### src/hdl/csr_pkg.sv
// constants, types and carriers of the core special-function register block
//
// Summary of operation
// - indirect port accesses go to the location held in its pointer instead
// - first port reaches bank 0 only; second and third reach any bank
// - high pointer byte picks the bank used by its indirect port
// - indirect port reached through a pointer reads 00h, write is ignored
// - all five pointer bytes are plain readable and writable registers
// - direct addressing reaches the whole data space of every bank
// - working register holds alu results; transfers pass through it
// - writing program counter low jumps, upper counter bits kept
// - loading program counter low adds one dummy cycle
// - table pointers give the table address; software sets and steps them
// - table read puts high byte in table_high_byte, low byte to destination
// - status register is eight bits holding eight flags
// - software status writes change arithmetic flags, not sleep or expiry
// - carry set on carry out or no borrow; rotates update it
// - nibble flag set on low nibble carry or no nibble borrow
// - zero flag set when result is zero, else cleared
// - signed wrap flag is carry into msb xor carry out of msb
// - sleep flag: reset and refresh clear, halt sets, nothing else
// - expiry flag: reset, refresh, halt clear; watchdog timeout sets
// - sign-xor flag is signed wrap flag xor result msb
// - status is never saved automatically on interrupt or call
package csr_pkg;

   // ==========================================================
   // data memory map, register index (byte address is four times)
   localparam logic [7:0] IDX_PORT_BANK0 = 8'h00;
   localparam logic [7:0] IDX_POINTER_BANK0 = 8'h01;
   localparam logic [7:0] IDX_PORT_ONE = 8'h02;
   localparam logic [7:0] IDX_POINTER_ONE_LOW = 8'h03;
   localparam logic [7:0] IDX_POINTER_ONE_BANK = 8'h04;
   localparam logic [7:0] IDX_WORKING = 8'h05;
   localparam logic [7:0] IDX_PC_LOW = 8'h06;
   localparam logic [7:0] IDX_TABLE_LOW = 8'h07;
   localparam logic [7:0] IDX_TABLE_HIGH = 8'h08;
   localparam logic [7:0] IDX_TABLE_BYTE = 8'h09;
   localparam logic [7:0] IDX_STATUS = 8'h0A;
   localparam logic [7:0] IDX_PORT_TWO = 8'h0C;
   localparam logic [7:0] IDX_POINTER_TWO_LOW = 8'h0D;
   localparam logic [7:0] IDX_POINTER_TWO_BANK = 8'h0E;
   localparam logic [7:0] IDX_GENERAL_BASE = 8'h80;

   // ==========================================================
   // widths
   localparam int BUS_ADDR_W = 11;
   localparam int PC_W = 12;
   localparam int RAM_ADDR_W = 8;

   // ==========================================================
   // status bit positions
   localparam int FLAG_SIGN_XOR = 7;
   localparam int FLAG_CHAINED_NULL = 6;
   localparam int FLAG_WATCHDOG_EXPIRY = 5;
   localparam int FLAG_SLEEP = 4;
   localparam int FLAG_SIGNED_WRAP = 3;
   localparam int FLAG_ZERO = 2;
   localparam int FLAG_NIBBLE = 1;
   localparam int FLAG_CARRY = 0;
   localparam logic [7:0] STATUS_WRITE_MASK = 8'hCF;

   // ==========================================================
   // reset values and fixed answers
   localparam logic [7:0] STATUS_RESET = 8'h00;
   localparam logic [7:0] REG_RESET = 8'h00;
   localparam logic [7:0] INDIRECT_NULL_DATA = 8'h00;
   localparam logic [23:0] READ_PAD = 24'h00_0000;

   // ==========================================================
   // enumerations
   typedef enum logic [2:0] {
      ALU_NONE, ALU_ADD, ALU_SUB, ALU_SBC, ALU_LOGIC, ALU_ROTATE
   } csr_alu_kind_t;

   typedef enum logic [1:0] {ACC_SFR, ACC_MEM, ACC_NULL} csr_access_kind_t;

   typedef enum logic [1:0] {PH_IDLE, PH_FETCH, PH_DONE} csr_phase_t;

   // ==========================================================
   // carriers
   typedef struct packed {
      logic read;
      logic write;
      logic [BUS_ADDR_W-1:0] address;
      logic [3:0] byteenable;
      logic [31:0] writedata;
   } csr_avl_req_t;

   typedef struct packed {
      logic [31:0] readdata;
      logic waitrequest;
   } csr_avl_rsp_t;

   typedef struct packed {
      csr_alu_kind_t alu_kind;
      logic [7:0] result;
      logic carry_out;
      logic nibble_carry;
      logic msb_carry_in;
      logic load_working;
      logic halt;
      logic watchdog_refresh;
      logic watchdog_timeout;
      logic table_read;
      logic [15:0] table_word;
      logic [PC_W-1:0] pc_now;
   } csr_core_op_t;

   typedef struct packed {
      logic [7:0] working_register;
      logic [15:0] table_address;
      logic [7:0] table_low_data;
      logic jump;
      logic [PC_W-1:0] jump_target;
      logic dummy_cycle;
      logic [7:0] status;
   } csr_core_out_t;

   typedef struct packed {
      csr_access_kind_t kind;
      logic bank;
      logic [7:0] addr;
   } csr_target_t;

   typedef struct packed {
      csr_phase_t phase;
      csr_target_t target;
      logic is_write;
      logic [7:0] wdata;
      logic [7:0] pointer_bank0;
      logic [7:0] pointer_one_low;
      logic [7:0] pointer_one_bank;
      logic [7:0] pointer_two_low;
      logic [7:0] pointer_two_bank;
      logic [7:0] working_register;
      logic [7:0] table_pointer_low;
      logic [7:0] table_pointer_high;
      logic [7:0] table_high_byte;
      logic [7:0] status;
      csr_avl_rsp_t avl_rsp;
      csr_core_out_t core_out;
   } csr_state_t;

endpackage

### src/hdl/csr_core_registers.sv
// core special-function registers with indirect ports, flags and avalon slave
`timescale 1ns/100ps
module csr_core_registers
   import csr_pkg::*;
(
   input wire logic clock,
   input wire logic reset,
   input wire csr_avl_req_t avl_req,
   output csr_avl_rsp_t avl_rsp,
   input wire csr_core_op_t core_op,
   output csr_core_out_t core_out
);

   // ==========================================================
   // helpers

   // address of one of the three indirect ports
   function automatic logic csr_is_port(input logic [7:0] addr);
      csr_is_port = (addr == IDX_PORT_BANK0) || (addr == IDX_PORT_ONE) ||
         (addr == IDX_PORT_TWO);
   endfunction

   // map a bus index to the location actually accessed
   function automatic csr_target_t csr_resolve(
      input logic bank,
      input logic [7:0] addr,
      input logic [7:0] p0,
      input logic [7:0] p1_low,
      input logic [7:0] p1_bank,
      input logic [7:0] p2_low,
      input logic [7:0] p2_bank
   );
      csr_target_t t;
      t.kind = ACC_SFR;
      t.bank = bank;
      t.addr = addr;
      // indirect port goes through its pointer
      if (addr == IDX_PORT_BANK0) begin
         t.bank = 1'b0;
         t.addr = p0;
      end else if (addr == IDX_PORT_ONE) begin
         t.bank = p1_bank[0];
         t.addr = p1_low;
      end else if (addr == IDX_PORT_TWO) begin
         t.bank = p2_bank[0];
         t.addr = p2_low;
      end
      // port reached via a pointer is not real storage
      if (csr_is_port(addr) && csr_is_port(t.addr)) begin
         t.kind = ACC_NULL;
      end else if (t.addr >= IDX_GENERAL_BASE) begin
         t.kind = ACC_MEM;
      end else begin
         t.kind = ACC_SFR;
      end
      return t;
   endfunction

   // ==========================================================
   // state and memory connections
   csr_state_t st;
   csr_state_t next_st;
   csr_target_t live_target;
   logic [RAM_ADDR_W-1:0] mem_addr;
   logic mem_wen;
   logic [7:0] mem_rdata;
   logic [7:0] sfr_rdata;
   logic [7:0] flags;
   logic wrap;
   logic zero;

   csr_data_ram u_ram (
      .clock(clock),
      .addr(mem_addr),
      .write_enable(mem_wen),
      .write_data(st.wdata),
      .read_data(mem_rdata)
   );

   // ==========================================================
   // register readback for the latched target
   always_comb begin
      sfr_rdata = INDIRECT_NULL_DATA;
      case (st.target.addr)
         IDX_POINTER_BANK0: begin
            sfr_rdata = st.pointer_bank0;
         end
         IDX_POINTER_ONE_LOW: begin
            sfr_rdata = st.pointer_one_low;
         end
         IDX_POINTER_ONE_BANK: begin
            sfr_rdata = st.pointer_one_bank;
         end
         IDX_POINTER_TWO_LOW: begin
            sfr_rdata = st.pointer_two_low;
         end
         IDX_POINTER_TWO_BANK: begin
            sfr_rdata = st.pointer_two_bank;
         end
         IDX_WORKING: begin
            sfr_rdata = st.working_register;
         end
         IDX_PC_LOW: begin
            sfr_rdata = core_op.pc_now[7:0];
         end
         IDX_TABLE_LOW: begin
            sfr_rdata = st.table_pointer_low;
         end
         IDX_TABLE_HIGH: begin
            sfr_rdata = st.table_pointer_high;
         end
         IDX_TABLE_BYTE: begin
            sfr_rdata = st.table_high_byte;
         end
         IDX_STATUS: begin
            sfr_rdata = st.status;
         end
         default: begin
            sfr_rdata = INDIRECT_NULL_DATA;
         end
      endcase
   end

   // ==========================================================
   // next state: bus phases, then core updates
   always_comb begin
      next_st = st;
      flags = STATUS_RESET;
      wrap = 1'b0;
      zero = 1'b0;
      live_target = csr_resolve(avl_req.address[BUS_ADDR_W-1], avl_req.address[9:2],
         st.pointer_bank0, st.pointer_one_low, st.pointer_one_bank,
         st.pointer_two_low, st.pointer_two_bank);
      mem_wen = 1'b0;
      mem_addr = {live_target.bank, live_target.addr[6:0]};
      next_st.core_out.jump = 1'b0;
      // one dummy cycle follows every jump
      next_st.core_out.dummy_cycle = st.core_out.jump;

      // avalon slave phases
      case (st.phase)
         PH_IDLE: begin
            next_st.avl_rsp.waitrequest = 1'b1;
            if (avl_req.read || avl_req.write) begin
               next_st.target = live_target;
               next_st.is_write = avl_req.write && avl_req.byteenable[0];
               next_st.wdata = avl_req.writedata[7:0];
               next_st.phase = PH_FETCH;
            end
         end
         PH_FETCH: begin
            // answer now, commit a write at the accepting edge
            next_st.avl_rsp.waitrequest = 1'b0;
            next_st.phase = PH_DONE;
            if (st.target.kind == ACC_MEM) begin
               next_st.avl_rsp.readdata = {READ_PAD, mem_rdata};
            end else if (st.target.kind == ACC_SFR) begin
               next_st.avl_rsp.readdata = {READ_PAD, sfr_rdata};
            end else begin
               next_st.avl_rsp.readdata = {READ_PAD, INDIRECT_NULL_DATA};
            end
         end
         PH_DONE: begin
            next_st.avl_rsp.waitrequest = 1'b1;
            next_st.phase = PH_IDLE;
            mem_addr = {st.target.bank, st.target.addr[6:0]};
            if (st.is_write && st.target.kind == ACC_MEM) begin
               mem_wen = 1'b1;
            end else if (st.is_write && st.target.kind == ACC_SFR) begin
               case (st.target.addr)
                  IDX_POINTER_BANK0: begin
                     next_st.pointer_bank0 = st.wdata;
                  end
                  IDX_POINTER_ONE_LOW: begin
                     next_st.pointer_one_low = st.wdata;
                  end
                  IDX_POINTER_ONE_BANK: begin
                     next_st.pointer_one_bank = st.wdata;
                  end
                  IDX_POINTER_TWO_LOW: begin
                     next_st.pointer_two_low = st.wdata;
                  end
                  IDX_POINTER_TWO_BANK: begin
                     next_st.pointer_two_bank = st.wdata;
                  end
                  IDX_WORKING: begin
                     next_st.working_register = st.wdata;
                  end
                  IDX_PC_LOW: begin
                     // jump inside the current page
                     next_st.core_out.jump = 1'b1;
                     next_st.core_out.jump_target = {core_op.pc_now[PC_W-1:8], st.wdata};
                  end
                  IDX_TABLE_LOW: begin
                     next_st.table_pointer_low = st.wdata;
                  end
                  IDX_TABLE_HIGH: begin
                     next_st.table_pointer_high = st.wdata;
                  end
                  IDX_STATUS: begin
                     // sleep and expiry bits are read-only
                     next_st.status = (st.status & ~STATUS_WRITE_MASK) |
                        (st.wdata & STATUS_WRITE_MASK);
                  end
                  default: begin
                     next_st.status = next_st.status;
                  end
               endcase
            end
         end
         default: begin
            next_st.phase = PH_IDLE;
            next_st.avl_rsp.waitrequest = 1'b1;
         end
      endcase

      // alu result lands in the working register
      if (core_op.load_working) begin
         next_st.working_register = core_op.result;
      end

      // table read: high byte kept, low byte handed to the core
      if (core_op.table_read) begin
         next_st.table_high_byte = core_op.table_word[15:8];
         next_st.core_out.table_low_data = core_op.table_word[7:0];
      end

      // arithmetic flags from the alu, applied after a software write
      flags = next_st.status;
      zero = (core_op.result == 8'h00);
      wrap = core_op.msb_carry_in ^ core_op.carry_out;
      case (core_op.alu_kind)
         ALU_ADD, ALU_SUB, ALU_SBC: begin
            flags[FLAG_CARRY] = core_op.carry_out;
            flags[FLAG_NIBBLE] = core_op.nibble_carry;
            flags[FLAG_ZERO] = zero;
            flags[FLAG_SIGNED_WRAP] = wrap;
            flags[FLAG_SIGN_XOR] = wrap ^ core_op.result[7];
            if (core_op.alu_kind == ALU_SUB) begin
               flags[FLAG_CHAINED_NULL] = zero;
            end else if (core_op.alu_kind == ALU_SBC) begin
               flags[FLAG_CHAINED_NULL] = flags[FLAG_CHAINED_NULL] & zero;
            end
         end
         ALU_LOGIC: begin
            flags[FLAG_ZERO] = zero;
         end
         ALU_ROTATE: begin
            flags[FLAG_CARRY] = core_op.carry_out;
         end
         default: begin
            flags = next_st.status;
         end
      endcase

      // sleep flag: refresh clears, halt sets
      if (core_op.halt) begin
         flags[FLAG_SLEEP] = 1'b1;
      end else if (core_op.watchdog_refresh) begin
         flags[FLAG_SLEEP] = 1'b0;
      end

      // expiry flag: timeout wins over a clear in the same cycle
      if (core_op.watchdog_timeout) begin
         flags[FLAG_WATCHDOG_EXPIRY] = 1'b1;
      end else if (core_op.halt || core_op.watchdog_refresh) begin
         flags[FLAG_WATCHDOG_EXPIRY] = 1'b0;
      end
      // single update point, nothing pushes status on a call
      next_st.status = flags;

      // core facing copies, registered with their sources
      next_st.core_out.working_register = next_st.working_register;
      next_st.core_out.table_address = {next_st.table_pointer_high,
         next_st.table_pointer_low};
      next_st.core_out.status = next_st.status;
   end

   // ==========================================================
   // state register, flags cleared at power-up
   always_ff @(posedge clock) begin
      if (reset) begin
         st <= '0;
         st.phase <= PH_IDLE;
         st.target.kind <= ACC_SFR;
         st.pointer_bank0 <= REG_RESET;
         st.working_register <= REG_RESET;
         st.status <= STATUS_RESET;
         st.avl_rsp.waitrequest <= 1'b1;
      end else begin
         st <= next_st;
      end
   end

   // outputs straight from the state register
   assign avl_rsp = st.avl_rsp;
   assign core_out = st.core_out;

endmodule

### src/hdl/csr_data_ram.sv
// general purpose data memory, both banks, registered read data
`timescale 1ns/100ps
module csr_data_ram
   import csr_pkg::*;
(
   input wire logic clock,
   input wire logic [RAM_ADDR_W-1:0] addr,
   input wire logic write_enable,
   input wire logic [7:0] write_data,
   output logic [7:0] read_data
);

   // ==========================================================
   // storage
   logic [7:0] cells [0:(1<<RAM_ADDR_W)-1];

   // write on enable, read word always registered
   always_ff @(posedge clock) begin
      if (write_enable) begin
         cells[addr] <= write_data;
      end
      read_data <= cells[addr];
   end

endmodule

### config.mk
export PLATFORM = sky130hd
export DESIGN_NAME = csr_core_registers
export DESIGN_NICKNAME = d
export VERILOG_FILES = /design/src/hdl/csr_pkg.sv /design/src/hdl/csr_core_registers.sv /design/src/hdl/csr_data_ram.sv
export SDC_FILE = /design/constraint.sdc
export NUM_CORES = 2
export LEC_CHECK = 0
export CAP_MARGIN = 20
export CORE_MARGIN = 5
export CORE_UTILIZATION = 45
export CTS_BUF_LIST = sky130_fd_sc_hd__clkbuf_4 sky130_fd_sc_hd__clkbuf_8
export DETAILED_ROUTE_END_ITERATION = 6
export DONT_BUFFER_PORTS = 1
export PLACE_DENSITY_LB_ADDON = 0.1
export SYNTH_ARGS = -nofsm -noshare
export SYNTH_HDL_FRONTEND = slang
export SYNTH_SLANG_ARGS = --single-unit
### constraint.sdc
create_clock -name clock -period 11.11 [get_ports clock]
set_input_delay 3.333 -clock clock [delete_from_list [all_inputs] [get_ports clock]]
set_output_delay 3.333 -clock clock [all_outputs]
set_load 0.05 [all_outputs]
# == After elaboration in Yosys (flattened, before gate mapping) ==
# Memories as Yosys holds them, arrays and structs flattened. A register that Yosys moved wholly into a read port is not among the register bits.
# Cells that the tools add are included.
# totals
reg_bits,173
mem_bits_rw,2048
in_bits,98
out_inout_bits,87
elab_cells,156
n_memories,1
# memory_table
name,depth,width,read_ports,rd_clocked_by_memory_dff,write_ports,line_no,rtl
u_ram.cells,256,8,1,1,1,csr_data_ram.sv:15,logic [7:0] cells [0:(1<<RAM_ADDR_W)-1];
# classes
order_cmp,1
n_eq_ne,30
mux,39
n_bitwise,7
n_reduce_logical,50
# ops
cell,n
8-bit one-hot mux with 11 select lines,1
8-bit 2-to-1 mux,10
24-bit 2-to-1 mux,3
8-bit by 4-bit == test with 1-bit output (second input constant),7
4-bit AND reduction,12
8-bit by 3-bit == test with 1-bit output (second input constant),4
32-bit 2-to-1 mux,1
9-bit 2-to-1 mux,3
8-bit by 2-bit == test with 1-bit output (second input constant),3
8-bit logical NOT,3
2-bit nonzero test,12
22-bit 2-to-1 mux,1
3-bit nonzero test,6
1-bit 2-to-1 mux,16
13-bit 2-to-1 mux,1
4-bit OR reduction,3
8-bit by 1-bit == test with 1-bit output (second input constant),1
8-bit greater-or-equal comparator (second input constant),1
2-bit != test (second input constant),4
6-bit by 8-bit bitwise OR with 8-bit output,1
3-bit by 2-bit == test with 1-bit output (second input constant),2
3-bit == test (second input constant),2
1-bit logical OR,6
2-bit by 1-bit == test with 1-bit output (second input constant),2
other kinds (14),22

# == Depth between registers and ports, before layout ==
# logic_depth
word_depth,11
ltp_mapped,17
ltp_nobuf,10

# == Cells and area by module ==
# Synthesis repeated with hierarchy kept, for this count alone.
# hier_totals
hier_cells,4388
hier_area_um2,85664.7
# by_module_without_submodules
module,instances,cells_each,area_per_inst_um2,seq_area_each_um2
csr_data_ram,1,3547,78492.8,61659.1
csr_core_registers,1,841,7171.9,2662.6

# == Worst setup path before layout ==
# OpenSTA, ideal clock, no wires.
# synth_path
kind,input-to-reg
start,input port avl_req[42] in the netlist's numbering
end,memory u_ram.cells[144][0] (enable)
setup_ps,370
arrival_time_ps,6524
t_required_ps,10740
path_slack_ps,4216
stages,12
path_cell_list,or4_1 -> buf_2 -> o41a_1 -> or3_1 -> buf_6 -> a22oi_1 -> clkbuf_1 -> buf_2 -> buf_2 -> nand2_1 -> clkbuf_1 -> nor2_1
# synth_between
elab_chain_cells,5
word_cells_on_any_way,7
cone_classes,eq/ne (2); mux (4); reduce/logical (1)
# synth_lines
element,line_no,rtl
start: declaration,csr_core_registers.sv:8,"input wire csr_avl_req_t avl_req,"
8-bit by 4-bit == test with 1-bit output,csr_core_registers.sv:44,end else if (addr == IDX_PORT_TWO) begin
9-bit 2-to-1 mux,csr_core_registers.sv:44,
9-bit 2-to-1 mux,csr_core_registers.sv:41,end else if (addr == IDX_PORT_ONE) begin
9-bit 2-to-1 mux *,csr_core_registers.sv:38,if (addr == IDX_PORT_BANK0) begin
8-bit 2-to-1 mux *,csr_core_registers.sv:141,case (st.phase)
end: declaration,csr_data_ram.sv:15,
# Mark *: on every way between the ends. The rest lies on a longest branch, timed or not.

# == Worst setup path after layout ==
# layout_path
start,input port avl_req[42] in the netlist's numbering
end,register u_ram.read_data[3] (read register of u_ram.cells)
# layout_between
elab_chain_cells,5
word_cells_on_any_way,7
cone_classes,eq/ne (2); mux (4); reduce/logical (1)
# layout_lines
element,line_no,rtl
8-bit by 4-bit == test with 1-bit output,csr_core_registers.sv:44,
9-bit 2-to-1 mux,csr_core_registers.sv:44,
9-bit 2-to-1 mux,csr_core_registers.sv:41,
9-bit 2-to-1 mux *,csr_core_registers.sv:38,
8-bit 2-to-1 mux *,csr_core_registers.sv:141,
end: declaration,csr_data_ram.sv:10,output logic [7:0] read_data
# Marks and branches as above.
# A chain may end at the register's enable or synchronous reset.

==> results.json <==
{
  "status": "complete, no violations",
  "first_iter_violations": 5893,
  "post_layout_nonfiller_instances": 8601,
  "port_buffers": 0,
  "fin_tns_setup_ps": 0,
  "ys_warn_count": 0,
  "post-route-drc-count": 0,
  "cp-start-kind": "input pin",
  "postSynthCellCount": 5672,
  "cts_htree_levels": 5,
  "synth_top_area_cell": "edfxtp_1",
  "dp_cells": 7936,
  "dpl.hpwl_mm": 169,
  "core_area_um2": 194000,
  "peakVddDrop_mv": 0.134,
  "synth_edf_count": 2048,
  "yosysTopAreaCellShare_pct": 70.1,
  "drive_above_1_share_pct": 17.9,
  "wl_per_cell_um": 32.8,
  "fin_ws_ps": 3460,
  "clock_path_buffers": 4,
  "worstMarginPinSlew_ps": 1310,
  "path_max_fanout": 51,
  "grt_pass1_vias": 51400,
  "final_hold_viol_count": 0,
  "num-nets-final": 5876,
  "gp_congestion": 0.878,
  "critPathKind": "in2reg",
  "clk_latency_ps": 1100,
  "required_ps": 12090,
  "synth_seq_area_share_pct": 73.3,
  "cts_setup_buffers": 0,
  "fin_crit_ps": 7650,
  "min_path_type": "reg2reg",
  "final_cell_mix": "2,048 x edfxtp_1, 799 x nand2_1, 414 x nor2_1, 404 x nand3_1, 382 x clkbuf_8",
  "crit_path_end_kind": "register",
  "wl_mm": 282,
  "drtPass1Iterations": 6,
  "dieWidth_um": 452,
  "die_h_um": 452,
  "crit_chain": "or4_1 -> nor3_1 -> a221o_4 -> buf_12 -> buf_4 -> buf_4 -> nand3_1 -> nand3_1 -> a31oi_1 -> nor3_1 -> o2111ai_1 -> or4_1",
  "clk_pin_slew_ps": 60,
  "ys.flop_type": "edfxtp_1",
  "grt_overflow": 0,
  "rows": 162,
  "cp_slowest_stage_delay_ps": 780,
  "period_share_pct": 68.8,
  "clock_sinks": 2189,
  "grt_usage_pct": 27.1,
  "io_pins": 185,
  "setup_viol": 0,
  "p_leak_nw": 31.6,
  "cp.arrival_ps": 8620,
  "vias_per_cell": 6.16,
  "cpMaxStageDelayCell": "a221o_4",
  "grt_max_degree": 198,
  "start_util_pct": 45.1,
  "rsz0062_at_grt": "false",
  "clock.fmax_ghz": 0.131,
  "drtAntennaViolNets": 0,
  "cts_buffers": 378,
  "tritoncts": "done",
  "cap_violations": 0,
  "area_delta_synth_final_pct": 11.1,
  "synth-async-reset-ratio_pct": 0,
  "cts_root_buffer": "clkbuf_8",
  "avgSynthCellArea_um2": 15.5,
  "dp_slack_ps": 2440,
  "synth_area_um2": 87700,
  "synth.distinct_cells": 83,
  "dieArea_um2": 204000,
  "final_area_um2": 97500,
  "final_common_cell": "edfxtp_1",
  "place_area_um2": 90400,
  "maxSlewHeadroom_pct": 13.0,
  "finalClockSkew_ps": 82.3,
  "ys_ff_latch": 2189,
  "holdBufCountCts": 0,
  "grt_first_pass_wirelength_mm": 395,
  "vias": 53000,
  "yosys-top-cells-area": "edfxtp_1 70%, mux4_2 7.1%, nand2_1 3.4%",
  "antenna_found_initial": 11,
  "cts.repair.resized": 0,
  "power_density_nw_per_um2": 182,
  "drv_slew": 0
}
worst max-delay path, delay by kind of cell:
family | cells | cell delay (ps)
buf+inv | 3 | 1070
simple gates | 6 | 2510
compound gates | 3 | 1570
layout make-up:
class,instances,area (µm²)
Antenna cell,2,5.00
Clock buffer,511,6230
Clock inverter,148,812
Fill cell,16500,96900
Inverter,8,30.0
Multi-Input combinational cell,3029,21300
Sequential cell,2189,64400
Tap cell,2542,3180
Timing Repair Buffer,172,1600
cell usage after synthesis, drive strengths merged, types with 8 or more instances:
cell	number
nor2b	10
o211ai	13
a21oi	174
nor3	62
nor2	419
edfxtp	2048
dfxtp	141
a32o	15
and3	52
a311oi	27
mux2i	181
a32oi	18
a31oi	68
nand2	803
clkbuf	166
nand3	404
a211oi	36
a22o	16
o21ai	50
nor4	27
and2	11
o2111ai	8
mux4	278
inv	8
a221oi	45
buf	303
nand4	50
o22ai	17
a22oi	94
routing by layer:
layer | vias up | track usage (%) | part of all wire (%)
met5 | - | 0 | 0.033
met4 | 8 | 10.8 | 4.3
met3 | 534 | 6.11 | 8.6
met2 | 2498 | 42.5 | 47
met1 | 27700 | 37.0 | 41
li1 | 22200 | - | -
registers in the layout, summed over array words and instances, names as in the netlist:
| name | cells |
|---|---|
| avl_rsp | 9 |
| u_ram.read_data | 8 |
| st | 85 |
| core_out | 39 |
| u_ram.cells | 2048 |
through the flow:
stage | power, W | utilization (%) | hold WS (ps)
detailed placement | 0.0109 | 46.5 | 451
finish | 0.0177 | 50.1 | 467
global route | 0.0183 | 50.1 | 481
global placement | 0.0109 | 46.5 | 449
floorplan | 0.0102 | - | 433
CTS | 0.0178 | 50.1 | 465
path summary, 6_finish.rpt:
check / start / slack [ps] / end / depth (start not counted)
worst max-delay path: avl_req[42] / 3460 / u_ram.read_data[3] / 12
worst min register to register: st[183] / 470 / st[183] / 1
worst max register to register: st[187] / 5330 / u_ram.read_data[6] / 10
worst min-delay path: st[183] / 470 / st[183] / 1
where the power goes:
| group | switching, W | internal [W] | leakage [nW] |
|---|---|---|---|
| combinational | 0.00109 | 0.000411 | 8.28 |
| sequential | 0.000113 | 0.00910 | 19.6 |
| clock | 0.00327 | 0.00376 | 3.75 |
cells by family (layout without fill, tap and decap cells):
family	count (synthesis)	after routing	synth area share (%)
buffers and inverters	477	839	2.81
other	1	26	0.00427
AO/OA/AOI/OAI	656	656	5.19
XOR/XNOR	2	2	0.0200
flip-flops	2189	2189	73.3
multiplexers	466	466	9.29
AND/OR/NAND/NOR	1881	1881	9.37
(Power assumes the default switching activity.)
